[src/dpb_pkg.sv]
// Shared constants, register map and state codes for the parallel DAC host controller.
package dpb_pkg;
	localparam int CLK_NS = 20;
	localparam int ADDR_W = 5;
	localparam logic [4:0] OFF_CTRL   = 5'h00;
	localparam logic [4:0] OFF_DATA   = 5'h04;
	localparam logic [4:0] OFF_CMD    = 5'h08;
	localparam logic [4:0] OFF_STATUS = 5'h0C;
	localparam logic [4:0] OFF_DAC    = 5'h10;
	localparam int CTRL_SYNC = 0;
	localparam int CTRL_BUF  = 1;
	localparam int CTRL_GAIN = 2;
	localparam int CTRL_PD   = 3;
	localparam logic CTRL_SYNC_RST = 1'h0;
	localparam logic CTRL_BUF_RST  = 1'h0;
	localparam logic CTRL_GAIN_RST = 1'h0;
	localparam logic CTRL_PD_RST   = 1'h0;
	localparam int CMD_LOAD  = 0;
	localparam int CMD_CLEAR = 1;
	localparam int STAT_BUSY   = 0;
	localparam int STAT_PEND   = 1;
	localparam int STAT_DROP   = 2;
	localparam int STAT_INCODE = 16;
	localparam int DAC_BUF  = 16;
	localparam int DAC_GAIN = 17;
	localparam int BYTE_W    = 8;
	localparam int HI_NIB_W  = 4;
	localparam int HI_GAIN   = 6;
	localparam int HI_BUF    = 7;
	localparam int BYTE_CODE_W = 12;
	localparam int T_SETUP_NS = 20;
	localparam int T_PULSE_NS = 40;
	localparam int T_HOLD_NS  = 20;

	// Least times round up, and no phase is shorter than one cycle.
	function automatic int ns2cyc(input int ns);
		int c;
		c = (ns + CLK_NS - 1) / CLK_NS;
		return (c < 1) ? 1 : c;
	endfunction : ns2cyc

	localparam int SETUP_CYC = ns2cyc(T_SETUP_NS);
	localparam int PULSE_CYC = ns2cyc(T_PULSE_NS);
	localparam int HOLD_CYC  = ns2cyc(T_HOLD_NS);

	typedef enum logic [2:0] {
		S_IDLE   = 3'h0,
		S_SETUP  = 3'h1,
		S_STROBE = 3'h2,
		S_HOLD   = 3'h3,
		S_LOAD   = 3'h4,
		S_CLEAR  = 3'h5
	} dpb_state_t;
endpackage : dpb_pkg

[src/dpb_timer.sv]
// Down-counter that times each phase of the pin sequence.
`timescale 1ns/1ps
module dpb_timer #(
	parameter int CW = 4
) (
	input  wire logic          core_clk,
	input  wire logic          srst,
	input  wire logic          start,
	input  wire logic [CW-1:0] len,
	output logic               expire
);
	typedef struct packed {
		logic [CW-1:0] cnt;
	} dpb_tmr_st_t;

	dpb_tmr_st_t q_ff;
	dpb_tmr_st_t nxt_q;

	if (CW < 2) begin : g_chk
		$error("dpb_timer: CW must be at least 2.");
	end

	always_comb begin
		nxt_q = q_ff;
		if (start) begin
			nxt_q.cnt = len;
		end else if (q_ff.cnt != '0) begin
			nxt_q.cnt = q_ff.cnt - 1'b1;
		end
	end

	always_ff @(posedge core_clk) begin
		if (srst) begin
			q_ff <= '0;
		end else begin
			q_ff <= nxt_q;
		end
	end

	// A phase loaded with len lasts exactly len cycles.
	assign expire = (q_ff.cnt == CW'(1));
endmodule : dpb_timer

[src/dpb_fmt.sv]
// Maps the held code, and in the byte variant the settings, onto the parallel data lines.
`timescale 1ns/1ps
module dpb_fmt #(
	parameter int DATA_W    = 12,
	parameter int LINES_W   = 12,
	parameter int BYTE_LOAD = 0
) (
	input  wire logic [DATA_W-1:0]  code,
	input  wire logic               hi,
	input  wire logic               buf_sel,
	input  wire logic               gain_sel,
	output logic      [LINES_W-1:0] lines
);
	if (BYTE_LOAD != 0) begin : g_byte
		always_comb begin
			lines = '0;
			if (hi) begin
				lines[dpb_pkg::HI_NIB_W-1:0] = code[DATA_W-1:dpb_pkg::BYTE_W];
				lines[dpb_pkg::HI_GAIN] = gain_sel;
				lines[dpb_pkg::HI_BUF]  = buf_sel;
			end else begin
				lines = code[dpb_pkg::BYTE_W-1:0];
			end
		end
	end else begin : g_word
		assign lines = code;
	end
endmodule : dpb_fmt

[src/dpb_host.sv]
// Host-side controller that drives the parallel double-buffered DAC pins.
//
// Behaviour
// - Word variants take the code in one write; byte variant uses two.
// - Host drives chip select low to select the device for a write.
// - Synchronous mode: DAC register updates right after the captured write.
// - Asynchronous mode: writes leave the output; only a load strobe updates.
// - Byte variant: byte select steers each write to high or low byte.
//
// Decided for this implementation: the strobed register port and the register addresses.
`timescale 1ns/1ps
module dpb_host #(
	parameter int DATA_W    = 12,
	parameter int BYTE_LOAD = 0,
	parameter int LINES_W   = (BYTE_LOAD != 0) ? dpb_pkg::BYTE_W : DATA_W,
	parameter int TCW       = 4
) (
	input  wire logic                      core_clk,
	input  wire logic                      srst,
	input  wire logic [dpb_pkg::ADDR_W-1:0] addr,
	input  wire logic [31:0]               wdata,
	input  wire logic                      wr_stb,
	input  wire logic                      rd_stb,
	output logic      [31:0]               rdata,
	output logic                           chip_select_n,
	output logic                           write_strobe_n,
	output logic                           load_strobe_n,
	output logic                           clear_n,
	output logic                           byte_select,
	output logic      [LINES_W-1:0]        data_lines,
	output logic                           buf_sel,
	output logic                           gain_sel,
	output logic                           power_down_n
);
	typedef struct packed {
		dpb_pkg::dpb_state_t st;
		logic                hi;
		logic [DATA_W-1:0]   code;
		logic                wbuf;
		logic                wgain;
		logic [DATA_W-1:0]   in_code;
		logic                in_buf;
		logic                in_gain;
		logic [DATA_W-1:0]   dac_code;
		logic                dac_buf;
		logic                dac_gain;
		logic                pend;
		logic                drop;
		logic                sync;
		logic                cbuf;
		logic                cgain;
		logic                pd;
		logic                cs_n;
		logic                wr_n;
		logic                ld_n;
		logic                clr_n;
		logic                bsel;
		logic [31:0]         rdata;
	} dpb_host_st_t;

	dpb_host_st_t q_ff;
	dpb_host_st_t nxt_q;
	logic         tmr_start;
	logic         tmr_done;
	logic [TCW-1:0] tmr_len;

	if ((BYTE_LOAD != 0 && (DATA_W != dpb_pkg::BYTE_CODE_W || LINES_W != dpb_pkg::BYTE_W))
	    || (BYTE_LOAD == 0 && LINES_W != DATA_W)
	    || (DATA_W != 8 && DATA_W != 10 && DATA_W != 12)
	    || dpb_pkg::PULSE_CYC >= (1 << TCW) || dpb_pkg::SETUP_CYC >= (1 << TCW)
	    || dpb_pkg::HOLD_CYC >= (1 << TCW)) begin : g_chk
		$error("dpb_host: unsupported width or timer size.");
	end

	function automatic logic [TCW-1:0] phase_len(input dpb_pkg::dpb_state_t s);
		unique case (s)
			dpb_pkg::S_SETUP:  phase_len = TCW'(dpb_pkg::SETUP_CYC);
			dpb_pkg::S_STROBE: phase_len = TCW'(dpb_pkg::PULSE_CYC);
			dpb_pkg::S_HOLD:   phase_len = TCW'(dpb_pkg::HOLD_CYC);
			dpb_pkg::S_LOAD:   phase_len = TCW'(dpb_pkg::PULSE_CYC);
			dpb_pkg::S_CLEAR:  phase_len = TCW'(dpb_pkg::PULSE_CYC);
			default:           phase_len = TCW'(1);
		endcase
	endfunction : phase_len

	always_comb begin
		logic upd;
		logic idle;
		upd = 1'b0;
		idle = (q_ff.st == dpb_pkg::S_IDLE);
		nxt_q = q_ff;
		nxt_q.rdata = '0;
		if (rd_stb) begin
			unique case (addr)
				dpb_pkg::OFF_CTRL: begin
					nxt_q.rdata[dpb_pkg::CTRL_SYNC] = q_ff.sync;
					nxt_q.rdata[dpb_pkg::CTRL_BUF]  = q_ff.cbuf;
					nxt_q.rdata[dpb_pkg::CTRL_GAIN] = q_ff.cgain;
					nxt_q.rdata[dpb_pkg::CTRL_PD]   = q_ff.pd;
				end
				dpb_pkg::OFF_DATA: nxt_q.rdata[DATA_W-1:0] = q_ff.code;
				dpb_pkg::OFF_STATUS: begin
					nxt_q.rdata[dpb_pkg::STAT_BUSY] = !idle;
					nxt_q.rdata[dpb_pkg::STAT_PEND] = q_ff.pend;
					nxt_q.rdata[dpb_pkg::STAT_DROP] = q_ff.drop;
					nxt_q.rdata[dpb_pkg::STAT_INCODE +: DATA_W] = q_ff.in_code;
					nxt_q.drop = 1'b0;
				end
				dpb_pkg::OFF_DAC: begin
					nxt_q.rdata[DATA_W-1:0]       = q_ff.dac_code;
					nxt_q.rdata[dpb_pkg::DAC_BUF]  = q_ff.dac_buf;
					nxt_q.rdata[dpb_pkg::DAC_GAIN] = q_ff.dac_gain;
				end
				default: nxt_q.rdata = '0;
			endcase
		end
		unique case (q_ff.st)
			dpb_pkg::S_SETUP: begin
				if (tmr_done) begin
					nxt_q.st = dpb_pkg::S_STROBE;
					nxt_q.wr_n = 1'b0;
				end
			end
			dpb_pkg::S_STROBE: begin
				if (tmr_done) begin
					nxt_q.st = dpb_pkg::S_HOLD;
					nxt_q.wr_n = 1'b1;
					if (BYTE_LOAD != 0 && q_ff.hi) begin
						nxt_q.in_code[DATA_W-1:dpb_pkg::BYTE_W] = q_ff.code[DATA_W-1:dpb_pkg::BYTE_W];
					end else if (BYTE_LOAD != 0) begin
						nxt_q.in_code[dpb_pkg::BYTE_W-1:0] = q_ff.code[dpb_pkg::BYTE_W-1:0];
					end else begin
						nxt_q.in_code = q_ff.code;
					end
					nxt_q.in_buf = q_ff.wbuf;
					nxt_q.in_gain = q_ff.wgain;
					nxt_q.pend = 1'b1;
				end
			end
			dpb_pkg::S_HOLD: begin
				if (tmr_done) begin
					if (BYTE_LOAD != 0 && !q_ff.hi) begin
						nxt_q.hi = 1'b1;
						nxt_q.bsel = 1'b1;
						nxt_q.st = dpb_pkg::S_SETUP;
					end else begin
						nxt_q.cs_n = 1'b1;
						nxt_q.bsel = 1'b0;
						if (q_ff.sync) begin
							nxt_q.st = dpb_pkg::S_LOAD;
							nxt_q.ld_n = 1'b0;
							upd = 1'b1;
						end else begin
							nxt_q.st = dpb_pkg::S_IDLE;
						end
					end
				end
			end
			dpb_pkg::S_LOAD: begin
				if (tmr_done) begin
					nxt_q.st = dpb_pkg::S_IDLE;
					nxt_q.ld_n = 1'b1;
				end
			end
			dpb_pkg::S_CLEAR: begin
				if (tmr_done) begin
					nxt_q.st = dpb_pkg::S_IDLE;
					nxt_q.clr_n = 1'b1;
				end
			end
			default: begin
				nxt_q.st = dpb_pkg::S_IDLE;
			end
		endcase
		if (wr_stb) begin
			unique case (addr)
				dpb_pkg::OFF_CTRL: begin
					nxt_q.sync  = wdata[dpb_pkg::CTRL_SYNC];
					nxt_q.cbuf  = wdata[dpb_pkg::CTRL_BUF];
					nxt_q.cgain = wdata[dpb_pkg::CTRL_GAIN];
					nxt_q.pd    = wdata[dpb_pkg::CTRL_PD];
				end
				dpb_pkg::OFF_DATA: begin
					if (idle) begin
						nxt_q.st = dpb_pkg::S_SETUP;
						nxt_q.cs_n = 1'b0;
						nxt_q.hi = 1'b0;
						nxt_q.bsel = 1'b0;
						nxt_q.code = wdata[DATA_W-1:0];
						nxt_q.wbuf = q_ff.cbuf;
						nxt_q.wgain = q_ff.cgain;
					end else begin
						nxt_q.drop = 1'b1;
					end
				end
				dpb_pkg::OFF_CMD: begin
					if (!idle && (wdata[dpb_pkg::CMD_CLEAR] || wdata[dpb_pkg::CMD_LOAD])) begin
						nxt_q.drop = 1'b1;
					end else if (wdata[dpb_pkg::CMD_CLEAR]) begin
						nxt_q.st = dpb_pkg::S_CLEAR;
						nxt_q.clr_n = 1'b0;
						nxt_q.in_code = '0;
						nxt_q.dac_code = '0;
						nxt_q.pend = 1'b0;
					end else if (wdata[dpb_pkg::CMD_LOAD]) begin
						nxt_q.st = dpb_pkg::S_LOAD;
						nxt_q.ld_n = 1'b0;
						upd = 1'b1;
					end
				end
				default: begin
				end
			endcase
		end
		if (upd && q_ff.pend) begin
			nxt_q.dac_code = q_ff.in_code;
			nxt_q.dac_buf  = q_ff.in_buf;
			nxt_q.dac_gain = q_ff.in_gain;
			nxt_q.pend     = 1'b0;
		end
	end

	always_ff @(posedge core_clk) begin
		if (srst) begin
			// Shadows start at zero, matching the device.
			q_ff       <= '0;
			q_ff.sync  <= dpb_pkg::CTRL_SYNC_RST;
			q_ff.cbuf  <= dpb_pkg::CTRL_BUF_RST;
			q_ff.cgain <= dpb_pkg::CTRL_GAIN_RST;
			q_ff.pd    <= dpb_pkg::CTRL_PD_RST;
			q_ff.cs_n  <= 1'b1;
			q_ff.wr_n  <= 1'b1;
			q_ff.ld_n  <= 1'b1;
			q_ff.clr_n <= 1'b1;
		end else begin
			q_ff <= nxt_q;
		end
	end

	assign tmr_start = (nxt_q.st != q_ff.st);
	assign tmr_len   = phase_len(nxt_q.st);

	dpb_timer #(
		.CW (TCW)
	) u_timer (
		.core_clk (core_clk),
		.srst     (srst),
		.start    (tmr_start),
		.len      (tmr_len),
		.expire   (tmr_done)
	);

	// Lines are a fixed mux of held flops, so they stay stable across each strobe.
	dpb_fmt #(
		.DATA_W    (DATA_W),
		.LINES_W   (LINES_W),
		.BYTE_LOAD (BYTE_LOAD)
	) u_fmt (
		.code     (q_ff.code),
		.hi       (q_ff.hi),
		.buf_sel  (q_ff.wbuf),
		.gain_sel (q_ff.wgain),
		.lines    (data_lines)
	);

	assign rdata          = q_ff.rdata;
	assign chip_select_n  = q_ff.cs_n;
	assign write_strobe_n = q_ff.wr_n;
	assign load_strobe_n  = q_ff.ld_n;
	assign clear_n        = q_ff.clr_n;
	assign byte_select    = q_ff.bsel;
	assign buf_sel        = q_ff.wbuf;
	assign gain_sel       = q_ff.wgain;
	assign power_down_n   = !q_ff.pd;

	localparam int A_LD_MAX   = 8;
	localparam int A_PAIR_MAX = 16;
endmodule : dpb_host

[config.mk]
export PLATFORM = sky130hd
export DESIGN_NAME = dpb_host
export DESIGN_NICKNAME = d
export VERILOG_FILES = /design/src/dpb_pkg.sv /design/src/dpb_timer.sv /design/src/dpb_fmt.sv /design/src/dpb_host.sv
export SDC_FILE = /design/constraint.sdc
export NUM_CORES = 1
export LEC_CHECK = 0
export BUFFER_PORTS_ARGS = -buffer_cell sky130_fd_sc_hd__buf_2
export CORE_MARGIN = 2
export CORE_UTILIZATION = 40
export DETAILED_ROUTE_END_ITERATION = 10
export PLACE_DENSITY = 0.65
export SETUP_SLACK_MARGIN = 0.2
export SLEW_MARGIN = 20
export SYNTH_ARGS = -nofsm -noshare
export SYNTH_HDL_FRONTEND = slang
export SYNTH_HIERARCHICAL = 1
export SYNTH_SLANG_ARGS = --single-unit
[constraint.sdc]
create_clock -name core_clk -period 4.5 [get_ports core_clk]
set_clock_uncertainty 0.15 [all_clocks]
set_input_delay 0.225 -clock core_clk [delete_from_list [all_inputs] [get_ports core_clk]]
set_output_delay 0.225 -clock core_clk [all_outputs]
set_load 0.1 [all_outputs]
# Word-level counts from Yosys, hierarchy flattened
# Cells that the tools add are included.
word_totals:
  elab_cells: 141
  romBits: 0
  ramBits: 0
  memories: 0
  register_bits: 92
  latch_bits: 0
  in_bits: 41
  out_inout_bits: 52
classes:
  mul: 0
  bitwise: 2
  n_shift: 0
  mux: 73
  order_cmp: 0
  div: 0
  n_reduce_logical: 23
  addsub: 1
  eq_ne: 17
ops:
  columns: ["cell", "n"]
  rows:
  - ["$mux 12", 7]
  - ["$mux 1", 35]
  - ["$mux 15", 2]
  - ["$mux 30", 1]
  - ["$mux 14", 2]
  - ["$mux 3", 9]
  - ["$pmux 3 s4", 2]
  - ["$mux 18", 1]
  - ["$pmux 8 s2", 1]
  - ["$eq 3x3->1 const B", 4]
  - ["$mux 4", 3]
  - ["$eq 5x4->1 const B", 2]
  - ["$reduce_bool 2->1", 5]
  - ["$eq 3x2->1 const B", 3]
  - ["$mux 7", 1]
  - ["$mux 2", 3]
  - ["$pmux 1 s2", 3]
  - ["$pmux 3 s2", 1]
  - ["$reduce_and 3->1", 2]
  - ["$reduce_or 2->1", 3]
  - ["$reduce_or 3->1", 2]
  - ["$eq 5x3->1 const B", 1]
  - ["$eq 5x5->1 const B", 1]
  - ["$logic_not 5->1", 1]
  - ["other kinds (16)", 21]

# Depth between registers and ports, before layout
depth:
  ltp_word: 12
  depth_mapped: 10
  ltp_nobuf: 9

# Cells and area by module
# The synthesis kept the hierarchy.
by_module_without_submodules:
  columns: ["mod", "area_per_inst_um2", "n_inst", "cells_each"]
  rows:
  - ["dpb_host", 3390.8, 1, 386]
  - ["dpb_timer", 246.5, 1, 27]
  - ["dpb_fmt", 90.1, 1, 12]

# Worst setup path after synthesis
# Ideal clock, no wire load.
synth_path:
  path_type: "register -> register"
  startpoint: "register u_timer/q_ff[1] in the netlist's numbering"
  endpoint: "register q_ff[43] in the netlist's numbering"
  t_arrival_ns: 1.758
  path_slack_ns: 2.460
  path_buffers: 3
  path_stages_with_launch: 11
  required_ns: 4.218
  setup_ns: 0.132
  path_cell_list: "dfxtp_1 inv_1 ha_1 nor3b_1 buf_2 and4b_1 and2_1 clkbuf_2 buf_2 o211ai_1 a21oi_1"
synth_between:
  elab_chain_len: 9
synth_lines:
  columns: ["item", "line", "text"]
  rows:
  - ["start, declared", "dpb_timer.sv:16", "dpb_tmr_st_t q_ff;"]
  - ["start signal, assigned", "dpb_timer.sv:36", "q_ff <= nxt_q;"]
  - ["$eq 4x1->1 *", "dpb_timer.sv:41", "assign expire = (q_ff.cnt == CW'(1));"]
  - ["named net tmr_done", "dpb_host.sv:64", "logic tmr_done;"]
  - ["$mux 1 *", "dpb_host.sv:141", "if (tmr_done) begin"]
  - ["$mux 1 *", "dpb_host.sv:117", "unique case (q_ff.st)"]
  - ["$mux 1", "dpb_host.sv:205", "end else if (wdata[dpb_pkg::CMD_LOAD]) begin"]
  - ["$mux 1", "dpb_host.sv:199", "end else if (wdata[dpb_pkg::CMD_CLEAR]) begin"]
  - ["$mux 1", "dpb_host.sv:197", "if (!idle && (wdata[dpb_pkg::CMD_CLEAR] || wdata[dpb_pkg::CMD_LOAD])) begin"]
  - ["$mux 1", "dpb_host.sv:176", "unique case (addr)"]
  - ["$mux 1 *", "dpb_host.sv:175", "if (wr_stb) begin"]
  - ["$logic_and 1x1->1 *", "dpb_host.sv:215", "if (upd && q_ff.pend) begin"]
  - ["end signal, assigned", "dpb_host.sv:236", "q_ff <= nxt_q;"]
  - ["end, declared", "dpb_host.sv:61", "dpb_host_st_t q_ff;"]
# The timed path passes the listed nets; every way through them passes the cells marked *.
# A chain may end at the register's enable or synchronous reset.

# Final worst setup path
layout_path:
  startpoint: "register u_timer/q_ff[1] in the netlist's numbering"
  endpoint: "register q_ff (netlist bit load_strobe_n)"
layout_between:
  elab_chain_len: 8
layout_lines:
  columns: ["item", "line"]
  rows:
  - ["$eq 4x1->1 *", "dpb_timer.sv:41"]
  - ["named net tmr_done", "dpb_host.sv:64"]
  - ["$mux 1 (on tied branches)", "dpb_host.sv:160, dpb_host.sv:141"]
  - ["$pmux 1 s2 *", "dpb_host.sv:117"]
  - ["$mux 1", "dpb_host.sv:205"]
  - ["$mux 1", "dpb_host.sv:199"]
  - ["$mux 2", "dpb_host.sv:197"]
  - ["$mux 2", "dpb_host.sv:176"]
  - ["$mux 3 *", "dpb_host.sv:175"]
# Marks and branches as above.

==> impl_metrics.csv <==
group,metric,value,unit
status,status,"complete, no violations",
clock_tree,numCtsBuffers,9,
final_layout,postLayoutCellArea,0.004066,mm^2
timing,hold_violations,0,
grt,grt_max_degree,36,
setup_path,path_cells,"inv_1 > ha_1 > nor3b_1 > and4b_1 > and2_1 > nor2_1 > a211o_1",
timing,tns,0,ns
grt,grt_first_pass_wirelength,13830,um
detailed_routing,drcViolationCount,0,
setup_path,cpLargestDelayFamily,"simple AND/OR/NAND/NOR gates",
placement,port_buffers,64,
die,start_util,40.72,%
grt,grt-ovfl-total,0,
die,die_y,100.5,um
grt,antenna_found_initial,0,
logic_synthesis,synth_area_leaders,"dfxtp_1 (45%), buf_4 (9.3%), a21oi_1 (6.7%), nand2_1 (6.5%), o211ai_1 (3.4%)",
logic_synthesis,synthCells,425,
placement,place_congestion,0.8035,
grt,grt_pass1_vias,2723,
detailed_routing,num_vias,2947,
timing,setup_slack,1.478,ns
logic_synthesis,synth.top_cell.area_share,45.12,%
logic_synthesis,syn_avg_cell_area,8.770,um^2
setup_path,max_stage_delay,0.75,ns
power_and_ir_drop,p_leak,1.607,nW
timing,fin_crit_sh,67.15,%
clock_tree,clk_latency,0.35,ns
placement,place_area,0.003774,mm^2
timing,slew_headroom,37.88,%
detailed_routing,viasPerCell,5.225,
final_layout,final_layout_size_suffix_gt1_share,21.41,%
power_and_ir_drop,powerDensity,368.1,mW/mm^2
setup_path,crit_fanout,16,
placement,post-place-ws,1.537,ns
logic_synthesis,synth_edf_count,0,
die,ios,93,
logic_synthesis,post-synth-top-count-cell,"dfxtp_1",
power_and_ir_drop,peakVddDrop,0.1816,mV
final_layout,largest_reg_flops,49,
setup_path,ff2ff_setup_slack,1.48,ns
final_layout,fillCellCount,887,
setup_path,required,4.59,ns
logic_synthesis,yosys-top-cells-count,"dfxtp_1 (84), nand2_1 (65), a21oi_1 (50), buf_4 (46), o211ai_1 (17)",
die,num_rows,35,
setup_path,cp_num_buf_inv,1,
timing,fin_hold_ws,0.02689,ns
setup_path,end_kind,"flop",
setup_path,cp.arrival,3.11,ns
setup_path,critical_path_class,"flop to flop",
timing,setup_viol,0,
clock_tree,clk_path_buf_depth,2,
clock_tree,clkSlewWorstSetupHoldPaths,0.09,ns
logic_synthesis,async_reset_ff_share,0,%
clock_tree,h-tree-depth,3,
final_layout,regMostFlops,"q_ff",
setup_path,slowest_stage,"nor3b_1",
clock_tree,cts_tree,"built",
final_layout,antenna_cells,0,
clock_tree,ctsRootBufferMaster,"clkbuf_8",
grt,grtUsageTotal,17.41,%
final_layout,nets,492,
logic_synthesis,synth_area,0.003727,mm^2
clock_tree,cts.sinks,84,
logic_synthesis,synthFlopType,"dfxtp_1",
logic_synthesis,yosys.cell_types.count,50,
logic_synthesis,netlist.top_cell.by_area,"dfxtp_1",
timing,slew_viol_final,0,
timing,rsz0062_at_grt,"no",
final_layout,syn2layout_area_growth,9.097,%
placement,hpwl,5807,um
timing,tightestPinTransition,0.9299,ns
setup_path,cp-start-kind,"flop",
detailed_routing,dr.pass1.iters,6,
die,dieArea,0.01011,mm^2
final_layout,fin_util,44.43,%
die,die_w,100.5,um
detailed_routing,routed_wl,8639,um
logic_synthesis,ys_seq_elements,84,
die,core,0.009153,mm^2
timing,fmax,0.3310,GHz
worst_hold_path,hold_path_class,"primary input to flop",
logic_synthesis,yosys_warnings,6,
detailed_routing,drtAntennaViolNets,0,
timing,layout_min_cycle_time,3.022,ns
job,cap_violations,0,
detailed_routing,drt_iter0_drc,243,
detailed_routing,avgRoutedWirePerCell,15.32,um
logic_synthesis,ys_seq_area_share,45.12,%
-- power by group --
part | total [W] | internal, W | switching, W | leakage, nW
clock network | 0.000498 | 0.000209 | 0.000289 | 0.0921
logic | 0.000217 | 0.0000879 | 0.000129 | 0.837
registers | 0.000782 | 0.000761 | 0.0000208 | 0.678
total | 0.00150 | 0.00106 | 0.000438 | 1.61
-- tightest hold or removal path, delay by kind of cell --
kind                   cells  cell delay [ns]
buffers and inverters      1             0.14
and+or+nand+nor            1             0.06
AOI/OAI and AO/OA          1             0.05
-- worst paths after layout --
path,start,end,depth (start not counted)
worst min-delay path,wdata[1],q_ff[74],3
worst max-delay path,u_timer/q_ff[1],load_strobe_n,7
worst max register to register,u_timer/q_ff[1],load_strobe_n,7
worst min register to register,q_ff[57],q_ff[57],2
-- per-layer routing --
metal  track usage [%]  share of wire [%]  wire [um]
met2             26.90                 45       3854
met1             23.46                 48       4149
met5                 0                  0          0
met4             6.533                2.4        204
met3             4.508                5.0        430
-- final cells by class --
| cell class | instances | area [um^2] | share of cell area (%) |
|---|---|---|---|
| sequential | 84 | 1682 | 41.35 |
| multi-input combinational | 269 | 1588 | 39.05 |
| clock buffer | 9 | 123.9 | 3.046 |
| inverter | 6 | 22.52 | 0.5538 |
| timing repair buffer | 78 | 452.9 | 11.14 |
| clock inverter | 7 | 58.81 | 1.446 |
| tap | 111 | 138.9 | 3.415 |
-- kinds of logic after synthesis --
| kind of cell | count (synthesis) | share of synthesized area (%) |
|---|---|---|
| fa+ha+maj | 3 | 1.007 |
| flops | 84 | 45.12 |
| simple gates | 144 | 20.21 |
| compound gates | 99 | 16.62 |
| mux | 10 | 2.887 |
| other cells | 1 | 0.1006 |
| xor+xnor | 3 | 0.7051 |
| buf+inv | 81 | 13.36 |
-- repair_timing --
item | in CTS | in global routing
hold buffers | 11 | 0
endpoints found under the setup margin | 0 | 0
setup buffers | 0 | 0
gates resized for setup | 0 | 0
hold endpoints to repair | 13 | 0
-- cells in the final DEF (no fill, tap or decap), types with 4 or more instances in the layout --
master / count
nand2b_1: 6
nand4_1: 13
o21ai_0: 5
a21oi_1: 50
dfxtp_1: 84
conb_1: 10
o211ai_1: 17
and3_1: 4
clkbuf_8: 9
mux2_2: 6
and2_1: 11
nand2_1: 65
buf_2: 64
nor2_1: 14
inv_1: 6
dlygate4sd3_1: 11
mux2i_1: 4
a22o_1: 10
nand3_1: 6
-- through the flow --
step                total power (W)  instances
floorplan                 0.0009726        434
global placement          0.0009988        537
detailed placement         0.001006        537
CTS                        0.001510        564
global route               0.001569        564
finish                     0.001497        564
(Power assumes the default switching activity.)
